==> src/shared/msk_exec_map.vh <==
// Purpose: offsets, fields, codes and reset values of the subtract/skip/table unit
// Assumes: AHB-Lite word registers, byte addresses
// Notes: included by hw/msk_exec.v
// Function
// - borrow-subtract from memory: work minus operand minus inverted carry into work.
// - after any subtraction carry is 0 for negative, 1 for positive or zero.
// - every subtraction updates overflow, zero, half-carry, carry, signed and chained flags.
// - immediate borrow-subtract takes immediate and inverted carry from work, into work.
// - borrow-subtract to memory writes memory and keeps the working register.
// - plain subtract ignores carry; result to work, or to memory for memory form.
// - decrement-and-skip writes byte minus one back, skips when it is zero.
// - increment-and-skip writes byte plus one back, skips when it is zero.
// - work forms of those put the value in work, keep memory, skip on zero.
// - a taken skip costs a second, dummy cycle while the next word is fetched.
// - set-byte writes ff to the byte and leaves all flags alone.
// - set-bit forces only the chosen bit to one, flags untouched.
// - skip-if-nonzero, byte and bit forms, skips when the tested value is not 0.
// - skip-if-zero byte skips on a zero byte, memory and flags unchanged.
// - copy-and-test loads the byte into work and skips when it is zero.
// - skip-if-bit-clear skips when the chosen bit of the byte is 0.
// - nibble exchange swaps bits 3..0 with 7..4 of the byte, flags unchanged.
// - work form of nibble exchange writes work and keeps the memory byte.
// - table fetch reads word at both pointers; low byte to memory, high to latch.
// - last-page fetch uses the top program page and the low pointer only.
// - pre-increment fetch bumps the low pointer first, then fetches as normal.
// - pre-increment last-page fetch bumps low pointer first, flags untouched.
`ifndef MSK_EXEC_MAP_VH
`define MSK_EXEC_MAP_VH
// ****************************************
// register byte offsets
// ****************************************
`define MSK_OFS_CMD    12'h000
`define MSK_OFS_STAT   12'h004
`define MSK_OFS_WORK   12'h008
`define MSK_OFS_FLAGS  12'h00c
`define MSK_OFS_TPLO   12'h010
`define MSK_OFS_TPHI   12'h014
`define MSK_OFS_THL    12'h018
`define MSK_DMEM_BASE  2'h1
// ****************************************
// command word fields
// ****************************************
`define MSK_CMD_OP     4:0
`define MSK_CMD_BIT    7:5
`define MSK_CMD_ADDR   15:8
`define MSK_CMD_IMM    23:16
// ****************************************
// flag bit positions
// ****************************************
`define MSK_FL_C   0
`define MSK_FL_AC  1
`define MSK_FL_Z   2
`define MSK_FL_OV  3
`define MSK_FL_SC  4
`define MSK_FL_CZ  5
`define MSK_FLAGS_RST  6'h00
`define MSK_BYTE_RST   8'h00
`define MSK_BYTE_ONES  8'hff
// ****************************************
// operation codes
// ****************************************
`define MSK_OP_SUB_M     5'h00
`define MSK_OP_SUB_I     5'h01
`define MSK_OP_SUB_TOM   5'h02
`define MSK_OP_SBC_M     5'h03
`define MSK_OP_SBC_I     5'h04
`define MSK_OP_SBC_TOM   5'h05
`define MSK_OP_DEC_SKIP  5'h06
`define MSK_OP_DEC_SKIPW 5'h07
`define MSK_OP_INC_SKIP  5'h08
`define MSK_OP_INC_SKIPW 5'h09
`define MSK_OP_SNZ_BYTE  5'h0a
`define MSK_OP_SNZ_BIT   5'h0b
`define MSK_OP_SZ_BYTE   5'h0c
`define MSK_OP_SZ_BIT    5'h0d
`define MSK_OP_COPY_SKIP 5'h0e
`define MSK_OP_SET_BYTE  5'h0f
`define MSK_OP_SET_BIT   5'h10
`define MSK_OP_SWAP      5'h11
`define MSK_OP_SWAPW     5'h12
`define MSK_OP_TBL       5'h13
`define MSK_OP_TBL_LAST  5'h14
`define MSK_OP_TBL_INC   5'h15
`define MSK_OP_TBL_INCL  5'h16
`endif

==> src/hw/msk_exec.v <==
// Purpose: execution of subtract, skip, set, swap and table-fetch operations
// Assumes: AHB-Lite slave, synchronous program memory with one cycle read latency
// Notes: bus transfers stall while an operation runs
//        reads take one wait state, writes none
//        program word is taken the cycle after its strobe
//        data memory is not reset
`timescale 1ns/1ps
`include "msk_exec_map.vh"
module msk_exec #(
   parameter PM_AW = 13,
   parameter DM_AW = 8
) (
   input  wire        ref_clk,
   input  wire        rst_n,
   input  wire        ce,
   input  wire        hsel,
   input  wire [31:0] haddr,
   input  wire [1:0]  htrans,
   input  wire        hwrite,
   input  wire [2:0]  hsize,
   input  wire [31:0] hwdata,
   input  wire        hready,
   output wire        hreadyout,
   output wire        hresp,
   output reg  [31:0] hrdata,
   output reg  [PM_AW-1:0] pmAddr,
   output reg         pmRen,
   input  wire [15:0] pmRdData,
   output reg         skipPulse,
   output reg         opDone
);
   localparam ST_IDLE  = 3'd0;
   localparam ST_FETCH = 3'd1;
   localparam ST_TWAIT = 3'd2;
   localparam ST_EXEC  = 3'd3;
   localparam ST_DUMMY = 3'd4;

   // ****************************************
   // helpers
   // ****************************************
   function isNull;
      input [7:0] v;
      begin
         isNull = (v == 8'h00);
      end
   endfunction

   function [7:0] nibSwap;
      input [7:0] v;
      begin
         nibSwap = {v[3:0], v[7:4]};
      end
   endfunction

   // bus byte address to array index
   function [DM_AW-1:0] dmIndex;
      input [11:0] ad;
      begin
         dmIndex = ad[DM_AW+1:2];
      end
   endfunction

   // {ov, ac, c, result}
   function [10:0] subFlags;
      input [7:0] a;
      input [7:0] b;
      input       bin;
      reg   [8:0] full;
      reg   [4:0] low;
      begin
         full = {1'b0, a} - {1'b0, b} - {8'h00, bin};
         low = {1'b0, a[3:0]} - {1'b0, b[3:0]} - {4'h0, bin};
         subFlags = {(a[7] != b[7]) && (full[7] != a[7]), ~low[4], ~full[8], full[7:0]};
      end
   endfunction

   // ****************************************
   // state
   // ****************************************
   reg [7:0]  dmem [0:(1<<DM_AW)-1];
   reg [2:0]  state_reg;
   reg [23:0] cmd_reg;
   reg [7:0]  work_reg;
   reg [5:0]  flags_reg;
   reg [7:0]  tpLo_reg;
   reg [7:0]  tpHi_reg;
   reg [7:0]  thl_reg;
   reg [7:0]  opnd_reg;
   reg        lastSkip_reg;
   reg        dpValid_reg;
   reg        dpWrite_reg;
   reg [11:0] dpAddr_reg;
   reg        rdDone_reg;

   // ****************************************
   // operation decode
   // ****************************************
   wire [4:0]  op = cmd_reg[`MSK_CMD_OP];
   wire [2:0]  bitSel = cmd_reg[`MSK_CMD_BIT];
   wire [7:0]  mAddr = cmd_reg[`MSK_CMD_ADDR];
   wire [7:0]  imm = cmd_reg[`MSK_CMD_IMM];
   wire        busy = (state_reg != ST_IDLE);
   wire        isTbl = (op == `MSK_OP_TBL) || (op == `MSK_OP_TBL_LAST) ||
                       (op == `MSK_OP_TBL_INC) || (op == `MSK_OP_TBL_INCL);
   wire        isPre = (op == `MSK_OP_TBL_INC) || (op == `MSK_OP_TBL_INCL);
   wire        isLast = (op == `MSK_OP_TBL_LAST) || (op == `MSK_OP_TBL_INCL);
   wire [7:0]  tpLoUse = isPre ? tpLo_reg + 8'h01 : tpLo_reg;
   wire [15:0] fullPtr = {tpHi_reg, tpLoUse};

   // ****************************************
   // bus slave
   // ****************************************
   wire accept = hsel & htrans[1] & hready;
   wire dpFree = ~busy & (dpWrite_reg | rdDone_reg);
   wire busWr = dpValid_reg & dpWrite_reg & ~busy & ce;
   wire isDmem = (dpAddr_reg[11:10] == `MSK_DMEM_BASE);
   wire [7:0] wrByte = hwdata[7:0];

   // a pending transfer stalls while the enable is low
   assign hreadyout = ce & (~dpValid_reg | dpFree);
   assign hresp = 1'b0;

   // read mux is registered into hrdata: one wait state
   reg [31:0] rdMux;
   always @* begin
      rdMux = 32'h00000000;
      if (isDmem) begin
         rdMux = {24'h000000, dmem[dmIndex(dpAddr_reg)]};
      end else begin
         case (dpAddr_reg)
            `MSK_OFS_CMD:   rdMux = {8'h00, cmd_reg};
            `MSK_OFS_STAT:  rdMux = {30'h00000000, lastSkip_reg, busy};
            `MSK_OFS_WORK:  rdMux = {24'h000000, work_reg};
            `MSK_OFS_FLAGS: rdMux = {26'h0000000, flags_reg};
            `MSK_OFS_TPLO:  rdMux = {24'h000000, tpLo_reg};
            `MSK_OFS_TPHI:  rdMux = {24'h000000, tpHi_reg};
            `MSK_OFS_THL:   rdMux = {24'h000000, thl_reg};
            default:        rdMux = 32'h00000000;
         endcase
      end
   end

   always @(posedge ref_clk or negedge rst_n) begin
      if (!rst_n) begin
         dpValid_reg <= 1'b0;
         dpWrite_reg <= 1'b0;
         dpAddr_reg <= 12'h000;
         rdDone_reg <= 1'b0;
         hrdata <= 32'h00000000;
      end else if (ce) begin
         if (hreadyout) begin
            dpValid_reg <= accept;
            dpWrite_reg <= hwrite;
            dpAddr_reg <= {haddr[11:2], 2'b00};
            rdDone_reg <= 1'b0;
         end else if (dpValid_reg & ~dpWrite_reg & ~busy) begin
            rdDone_reg <= 1'b1;
            hrdata <= rdMux;
         end
      end
   end

   // ****************************************
   // execution
   // ****************************************
   reg        memWe;
   reg [7:0]  memWd;
   reg [7:0]  workNext;
   reg [5:0]  flagsNext;
   reg        skipNext;
   reg [10:0] sr;
   reg [7:0]  inc;
   reg [7:0]  dec;

   always @* begin
      memWe = 1'b0;
      memWd = opnd_reg;
      workNext = work_reg;
      flagsNext = flags_reg;
      skipNext = 1'b0;
      inc = opnd_reg + 8'h01;
      dec = opnd_reg - 8'h01;
      sr = 11'h000;
      case (op)
         `MSK_OP_SUB_M, `MSK_OP_SUB_TOM:
            sr = subFlags(work_reg, opnd_reg, 1'b0);
         `MSK_OP_SUB_I:
            sr = subFlags(work_reg, imm, 1'b0);
         `MSK_OP_SBC_M, `MSK_OP_SBC_TOM:
            sr = subFlags(work_reg, opnd_reg, ~flags_reg[`MSK_FL_C]);
         `MSK_OP_SBC_I:
            sr = subFlags(work_reg, imm, ~flags_reg[`MSK_FL_C]);
         default:
            sr = 11'h000;
      endcase
      case (op)
         `MSK_OP_SUB_M, `MSK_OP_SUB_I, `MSK_OP_SUB_TOM,
         `MSK_OP_SBC_M, `MSK_OP_SBC_I, `MSK_OP_SBC_TOM: begin
            if ((op == `MSK_OP_SUB_TOM) || (op == `MSK_OP_SBC_TOM)) begin
               memWe = 1'b1;
               memWd = sr[7:0];
            end else begin
               workNext = sr[7:0];
            end
            flagsNext[`MSK_FL_C] = sr[8];
            flagsNext[`MSK_FL_AC] = sr[9];
            flagsNext[`MSK_FL_OV] = sr[10];
            flagsNext[`MSK_FL_Z] = isNull(sr[7:0]);
            flagsNext[`MSK_FL_SC] = sr[10] ^ sr[7];
            if ((op == `MSK_OP_SBC_M) || (op == `MSK_OP_SBC_I) || (op == `MSK_OP_SBC_TOM))
               flagsNext[`MSK_FL_CZ] = isNull(sr[7:0]) & flags_reg[`MSK_FL_Z];
            else
               flagsNext[`MSK_FL_CZ] = isNull(sr[7:0]);
         end
         `MSK_OP_DEC_SKIP: begin
            memWe = 1'b1;
            memWd = dec;
            skipNext = isNull(dec);
         end
         `MSK_OP_DEC_SKIPW: begin
            workNext = dec;
            skipNext = isNull(dec);
         end
         `MSK_OP_INC_SKIP: begin
            memWe = 1'b1;
            memWd = inc;
            skipNext = isNull(inc);
         end
         `MSK_OP_INC_SKIPW: begin
            workNext = inc;
            skipNext = isNull(inc);
         end
         `MSK_OP_SNZ_BYTE: begin
            skipNext = ~isNull(opnd_reg);
         end
         `MSK_OP_SNZ_BIT: begin
            skipNext = opnd_reg[bitSel];
         end
         `MSK_OP_SZ_BYTE: begin
            skipNext = isNull(opnd_reg);
         end
         `MSK_OP_SZ_BIT: begin
            skipNext = ~opnd_reg[bitSel];
         end
         `MSK_OP_COPY_SKIP: begin
            workNext = opnd_reg;
            skipNext = isNull(opnd_reg);
         end
         `MSK_OP_SET_BYTE: begin
            memWe = 1'b1;
            memWd = `MSK_BYTE_ONES;
         end
         `MSK_OP_SET_BIT: begin
            memWe = 1'b1;
            memWd = opnd_reg | (8'h01 << bitSel);
         end
         `MSK_OP_SWAP: begin
            memWe = 1'b1;
            memWd = nibSwap(opnd_reg);
         end
         `MSK_OP_SWAPW: begin
            workNext = nibSwap(opnd_reg);
         end
         `MSK_OP_TBL, `MSK_OP_TBL_LAST, `MSK_OP_TBL_INC, `MSK_OP_TBL_INCL: begin
            memWe = 1'b1;
            memWd = pmRdData[7:0];
         end
         default: begin
            memWe = 1'b0;
         end
      endcase
   end

   // ****************************************
   // data memory
   // ****************************************
   wire exWe = ce & (state_reg == ST_EXEC) & memWe;
   // one write port: bus writes happen only while idle
   always @(posedge ref_clk) begin
      if (exWe)
         dmem[mAddr[DM_AW-1:0]] <= memWd;
      else if (busWr & isDmem)
         dmem[dmIndex(dpAddr_reg)] <= wrByte;
   end

   // ****************************************
   // sequencer
   // ****************************************
   always @(posedge ref_clk or negedge rst_n) begin
      if (!rst_n) begin
         state_reg <= ST_IDLE;
         cmd_reg <= 24'h000000;
         work_reg <= `MSK_BYTE_RST;
         flags_reg <= `MSK_FLAGS_RST;
         tpLo_reg <= `MSK_BYTE_RST;
         tpHi_reg <= `MSK_BYTE_RST;
         thl_reg <= `MSK_BYTE_RST;
         opnd_reg <= `MSK_BYTE_RST;
         lastSkip_reg <= 1'b0;
         pmAddr <= {PM_AW{1'b0}};
         pmRen <= 1'b0;
         skipPulse <= 1'b0;
         opDone <= 1'b0;
      end else if (ce) begin
         pmRen <= 1'b0;
         skipPulse <= 1'b0;
         opDone <= 1'b0;
         case (state_reg)
            ST_IDLE: begin
               // register and command writes land only while idle
               if (busWr & ~isDmem) begin
                  case (dpAddr_reg)
                     `MSK_OFS_CMD: begin
                        cmd_reg <= hwdata[23:0];
                        state_reg <= ST_FETCH;
                     end
                     `MSK_OFS_WORK: begin
                        work_reg <= wrByte;
                     end
                     `MSK_OFS_FLAGS: begin
                        flags_reg <= hwdata[5:0];
                     end
                     `MSK_OFS_TPLO: begin
                        tpLo_reg <= wrByte;
                     end
                     `MSK_OFS_TPHI: begin
                        tpHi_reg <= wrByte;
                     end
                     default: begin
                        state_reg <= ST_IDLE;
                     end
                  endcase
               end
            end
            ST_FETCH: begin
               opnd_reg <= dmem[mAddr[DM_AW-1:0]];
               if (isTbl) begin
                  tpLo_reg <= tpLoUse;
                  // strobe leaves with the address, word is back in exec
                  pmRen <= 1'b1;
                  if (isLast)
                     pmAddr <= {{(PM_AW-8){1'b1}}, tpLoUse};
                  else
                     pmAddr <= fullPtr[PM_AW-1:0];
                  state_reg <= ST_TWAIT;
               end else begin
                  state_reg <= ST_EXEC;
               end
            end
            ST_TWAIT: begin
               state_reg <= ST_EXEC;
            end
            ST_EXEC: begin
               work_reg <= workNext;
               flags_reg <= flagsNext;
               if (isTbl)
                  thl_reg <= pmRdData[15:8];
               lastSkip_reg <= skipNext;
               if (skipNext) begin
                  state_reg <= ST_DUMMY;
               end else begin
                  opDone <= 1'b1;
                  state_reg <= ST_IDLE;
               end
            end
            ST_DUMMY: begin
               // stands for the fetch of the skipped word
               skipPulse <= 1'b1;
               opDone <= 1'b1;
               state_reg <= ST_IDLE;
            end
            default: state_reg <= ST_IDLE;
         endcase
      end
   end
endmodule

==> config.mk <==
export PLATFORM = sky130hd
export DESIGN_NAME = msk_exec
export DESIGN_NICKNAME = d
export VERILOG_FILES = /design/src/hw/msk_exec.v
export VERILOG_INCLUDE_DIRS = /design/src /design/src/shared
export SDC_FILE = /design/constraint.sdc
export NUM_CORES = 2
export LEC_CHECK = 0
export BUFFER_PORTS_ARGS = -buffer_cell sky130_fd_sc_hd__clkbuf_2
export CORE_AREA = 2 2 370 648
export DETAILED_ROUTE_END_ITERATION = 12
export DIE_AREA = 0 0 372 650
export GPL_ROUTABILITY_DRIVEN = 1
export HOLD_SLACK_MARGIN = 0.03
export PLACE_DENSITY = 0.65
export SKIP_CTS_REPAIR_TIMING = 1
export SYNTH_ARGS = -nofsm -noshare
export SYNTH_HDL_FRONTEND = slang
export SYNTH_SLANG_ARGS = --single-unit
export TNS_END_PERCENT = 5
==> constraint.sdc <==
create_clock -name ref_clk -period 21.8 [get_ports ref_clk]
set_input_delay 2.18 -clock ref_clk [delete_from_list [all_inputs] [get_ports ref_clk]]
set_output_delay 2.18 -clock ref_clk [all_outputs]
set_load 0.01 [all_outputs]
## Yosys cells after proc, flatten, opt, wreduce, memory -nomap -nowiden

Memories as Yosys holds them, arrays and structs flattened. A register that Yosys moved wholly into a read port is not among the register bits.
Cells that the tools add are included.
W data, S select, Z words.

- Register bits after elaboration: 127
- RAM bits: 2048
- Output and inout bits: 50
- Logic and storage cells: 206
- Memories: 1

- Add/sub/neg operators: 11
- Order comparisons: 1
- Equal/unequal tests: 48
- Shifts and indexed selects: 1
- Multiplexer cells: 46
- Bitwise logic cells: 34
- Reduce and logical (&&, ||, !) cells: 47

Memories:

| name | depth | width | read ports | clocked after Yosys merged registers in | wr ports | RTL line | text |
|---|---|---|---|---|---|---|---|
| dmem | 256 | 8 | 2 | 1 | 1 | msk_exec.v:80 | `reg [7:0] dmem [0:(1<<DM_AW)-1];` |

Operators with widths:

| kind | number |
|---|---|
| $pmux W24 S7 | 1 |
| $mux W8 | 10 |
| $pmux W8 S7 | 1 |
| $pmux W11 S4 | 1 |
| $eq A5 B4 Y1 const B | 8 |
| $pmux W8 S5 | 1 |
| $eq A5 B5 Y1 const B | 7 |
| $logic_not A8 Y1 | 4 |
| $pmux W8 S2 | 2 |
| $eq A10 B3 Y1 const B | 3 |
| $mux W24 | 1 |
| $eq A10 B2 Y1 const B | 2 |
| $eq A5 B3 Y1 const B | 4 |
| $mux W6 | 3 |
| $sub A8 B8 Y9 | 2 |
| $sub A9 B1 Y9 | 2 |
| $add A8 B1 Y8 const B | 2 |
| $mux W1 | 16 |
| $not A1 Y1 | 16 |
| $and A1 B1 Y1 | 14 |
| $mux W13 | 1 |
| $logic_not A12 Y1 | 1 |
| $pmux W3 S4 | 1 |
| $pmux W6 S2 | 1 |
| other kinds (42) | 84 |

## Depth between registers and ports, before layout

- Depth in word-level cells: 10
- Depth in mapped cells: 15
- Depth with buffers taken out: 12

## Worst setup path after synthesis

OpenSTA, ideal clock, no wires.

- Path type: input to register
- Start point: input ce
- End point: memory dmem[0][4] (data pin)
- Data arrival time: 14682 ps
- Required time: 19373 ps
- Slack: 4691 ps
- Stages on the path: 7
- Cells stage by stage: clkbuf_1 > nand4_1 > or2_1 > clkbuf_1 > clkbuf_1 > clkbuf_1 > a311oi_1

- Cells in the longest elaborated chain, start to end: 7

RTL lines:

| item | RTL line | text |
|---|---|---|
| from (decl) | msk_exec.v:15 | `input wire ce,` |
| $and A1 B1 Y1 | msk_exec.v:115 | `wire busWr = dpValid_reg & dpWrite_reg & ~busy & ce;` |
| $and A1 B1 Y1 | msk_exec.v:282 | `else if (busWr & isDmem)` |
| $mux W1 | msk_exec.v:282 |  |
| $mux W1 * | msk_exec.v:280 | `if (exWe)` |
| $mux W1 (not written as such) * | msk_exec.v:283 | `dmem[dmIndex(dpAddr_reg)] <= wrByte;` |
| $reduce_or A8 Y1 (no line) * | - |  |
| $mux W8 (no line) * | - |  |
| to (decl) | msk_exec.v:80 |  |

Mark *: on every way between the ends. The rest lies on a longest branch, timed or not.

## Worst setup path after layout

- Start point: register cmd_reg[16]
- End point: memory dmem[199][5] (data pin)

- Cells in the longest elaborated chain, start to end: 6

RTL lines:

| item | RTL line | text |
|---|---|---|
| from (decl) | msk_exec.v:82 | `reg [23:0] cmd_reg;` |
| from (signal assigned) | msk_exec.v:314 | `cmd_reg <= hwdata[23:0];` |
| $sub A8 B8 Y9 * | msk_exec.v:71 | `full = {1'b0, a} - {1'b0, b} - {8'h00, bin};` |
| $sub A9 B1 Y9 | msk_exec.v:71 |  |
| $pmux W11 S4 * | msk_exec.v:184 | `case (op)` |
| $mux W8 * | msk_exec.v:199 | `` if ((op == `MSK_OP_SUB_TOM) \|\| (op == `MSK_OP_SBC_TOM)) begin `` |
| $pmux W8 S7 * | msk_exec.v:196 | `case (op)` |
| $mux W8 (no line) * | - |  |

Marked as above.

==> key figures <==
Status
  – Status: finished, violations left
  – Failing checks: slew limit

Placed design
  – Port Buffers: 97
  – Gpl congestion: 0.971
  – Hpwl dp: 219000 microns
  – Pre-CTS setup slack: 14.86 ns

STA
  – Slew Limit Fails: 80
  – Setup TNS: 0 ns
  – Slew @ Worst Pin: 1.53 ns
  – Final Skew: 0.0588 ns
  – Final period util: 31.8%
  – Min setup slack post-route: between 10 and 15 ns
  – WHS: 0.471 ns
  – Max Clk Rate: 0.144 GHz
  – Unrepaired setup endpoints after global routing: no
  – Final Hold Fails: 0
  – Final setup fails: 0
  – Tmin final: between 6 and 7 ns
  – Worst rel slew slack: -1.96%

Floorplanning
  – Core area: 237000 sq um
  – Die height: 650 microns
  – Ports: 141
  – Die X: about 370 microns
  – Row count: around 240
  – Starting Density: 43.8%
  – Die area: 242000 sq um

Routing
  – DR vias: 62700
  – Iter 0 DRT Violations: 8815
  – Drt first pass iters: 6
  – WL/cell: 38.0 microns
  – Post-route ant nets: 0
  – Routed wire length: 344000 microns
  – Drt via density: 6.93
  – DRC: 0

Final layout
  – Area growth syn-to-layout: 9.80%
  – Nets@finish: ~5900
  – Share of layout cells above drive strength 1: roughly 29%
  – Max reg flops: 2048

Yosys
  – Top-area cell type share of the netlist area: ~60%
  – Post-synth top area cell: edfxtp_1
  – Sequential share of the synthesized area: 62.4%
  – Commonest cells post-synth: edfxtp_1 (2048), mux4_2 (1066), nor2_1 (397)
  – Async S/R FF share, synth: under 10%
  – YS warnings: 0
  – Dominant synthesized flop cell: edfxtp_1
  – Synth area leaders: edfxtp_1 (59%), mux4_2 (23%), dfrtp_1 (3.1%)
  – #FFs+latches synth: about 2200
  – Syn_area_per_cell: 17.9 sq um
  – Top-count cell post-synth: edfxtp_1
  – Mapped Cells: 5805
  – Post-synth EDFFs: 2048
  – Yosys cell types: 83
  – Mapped Area: 104000 sq um

Job
  – Total of max-cap violations: 0

Global routing
  – Antenna violations before repair: 20
  – Vias in the first global route: 63700
  – Pin count of the biggest net entering global routing: about 260
  – Aggregate global routing overflow: 0
  – Total GRT Usage: 28.3%
  – First-pass GRT wire length: 481000 microns

Critical path
  – Startpoint Class: flip-flop
  – Required @ worst endpoint: 22.27 ns
  – WP data arrival: 7.41 ns
  – Critical Path Fanout Max: 104
  – Crit path launch: cmd_reg[16]
  – CP endpoint kind: flip-flop
  – Critical path class: flip-flop to flip-flop
  – R2R Path Start: cmd_reg[16]
  – FF-to-FF End: dmem[199][5]
  – CP Capture Point: dmem[199][5]
  – FF-to-FF setup slack: 14.86 ns
  – Worst Reg-to-Reg Cells: 13

Power and ir drop
  – Maximum vdd ir drop: ~0.14 mV
  – PwrDens: between 100 and 150 nW/um^2
  – Static leakage: 34.8 nW

Clock tree
  – TritonCTS buffer count: 190
  – CTS sink cnt: ~2200
  – CTS root buf: clkbuf_16
  – Clk_lat worst skew: about 0.86 ns
  – H-tree levels: 4
  – Clock Path Buffers: 4
  – CTS tree: built
  – Clk pin slew, worst setup/hold paths: 0.07 ns

Hold path
  – Hold Crit Class: flip-flop to flip-flop
  – Hold Path Cell Cnt: 2
worst min-delay path by stage:
stage,from,endpoint,slack [ns]
CTS,hrdata[8],hrdata[8],0.47
detailed placement,hrdata[8],hrdata[8],0.46
global route,hrdata[8],hrdata[8],0.49
finish,hrdata[8],hrdata[8],0.47
floorplan,lastSkip_reg,lastSkip_reg,0.45
global placement,hrdata[20],hrdata[20],0.45
cell usage in the layout (no fill, tap or decap), drive strengths merged, types with 15 or more instances in the layout:
| master | Yosys | routed |
|---|---|---|
| xor2 | 15 | 15 |
| a31oi | 40 | 40 |
| o21ai | 118 | 118 |
| ha | 24 | 24 |
| a221oi | 118 | 118 |
| nand2 | 276 | 276 |
| and2 | 16 | 16 |
| a32oi | 21 | 21 |
| mux2i | 76 | 76 |
| and3 | 18 | 18 |
| o211ai | 20 | 20 |
| nor2b | 24 | 24 |
| mux2 | 50 | 50 |
| nor3 | 60 | 60 |
| a22o | 105 | 105 |
| clkbuf | 255 | 330 |
| edfxtp | 2048 | 2048 |
| o22a | 15 | 15 |
| o22ai | 82 | 82 |
| diode | 0 | 18 |
| inv | 41 | 45 |
| nand3 | 87 | 87 |
| a21oi | 122 | 122 |
| o221ai | 15 | 15 |
| a22oi | 111 | 111 |
| mux4 | 1066 | 1066 |
| a211oi | 17 | 17 |
| nor2 | 397 | 397 |
| nor4 | 20 | 20 |
| nand2b | 30 | 30 |
| bufinv | 0 | 24 |
| buf | 227 | 172 |
| xnor2 | 28 | 28 |
| dfrtp | 127 | 127 |
| clkinv | 2 | 68 |
power by group:
part	leakage, nW	switching, mW	internal [mW]
clock network	3.04	1.56	1.95
registers	19.9	0.182	5.34
logic	11.8	3.44	1.67
worst max-delay path, stage by stage (launching register included):
cell,delay [ns]
dfrtp_1,0.66
ha_1,0.38
fa_1,0.43
nand2b_1,0.25
a21oi_1,0.36
xnor2_1,0.29
nand2_1,0.12
xnor2_1,0.15
o211ai_1,0.80
nand2_1,0.22
a31oi_4,0.22
buf_4,0.64
buf_4,0.75
buf_4,0.88
metrics by stage:
step	cell area (sq um)	instances	util, %	total power, mW
after global routing	114000	9044	48.0	14.4
after floorplan	104000	5813	-	8.83
after CTS	114000	9035	48.0	14.0
after global placement	108000	8702	45.4	10.4
final	114000	9059	48.1	14.1
after detailed placement	108000	8702	45.4	10.5
logic make-up (layout without fill, tap and decap cells):
| family | count (synthesis) | count (layout) | share of synthesized area (%) |
|---|---|---|---|
| buffers and inverters | 526 | 647 | 2.35 |
| flip-flops | 2175 | 2175 | 62.4 |
| multiplexers | 1192 | 1192 | 24.4 |
| AND/OR/NAND/NOR | 982 | 982 | 4.22 |
| other | 1 | 27 | 0.00362 |
| adder cells (fa/ha/maj) | 26 | 26 | 0.328 |
| AO/OA/AOI/OAI | 860 | 860 | 5.95 |
| XOR/XNOR | 43 | 43 | 0.363 |
area by class of cell:
type,instances,area [sq um]
fill,19500,123000
clock inverter,102,1110
antenna,18,45.0
sequential,2175,64700
multi-input combinational,3112,36900
inverter,43,169
clock buffer,231,5110
timing repair buffer,271,1980
tap,3107,3890
per-layer routing:
metal,part of all wire [%],GRT usage (%),vias to the layer above
li1,-,-,24500
met1,31,31.8,32900
met2,49,46.4,4104
met3,9.7,6.35,1266
met4,9.5,22.2,8
met5,0.015,0.0607,-
Note: power is estimated with default switching activity, not from simulation.
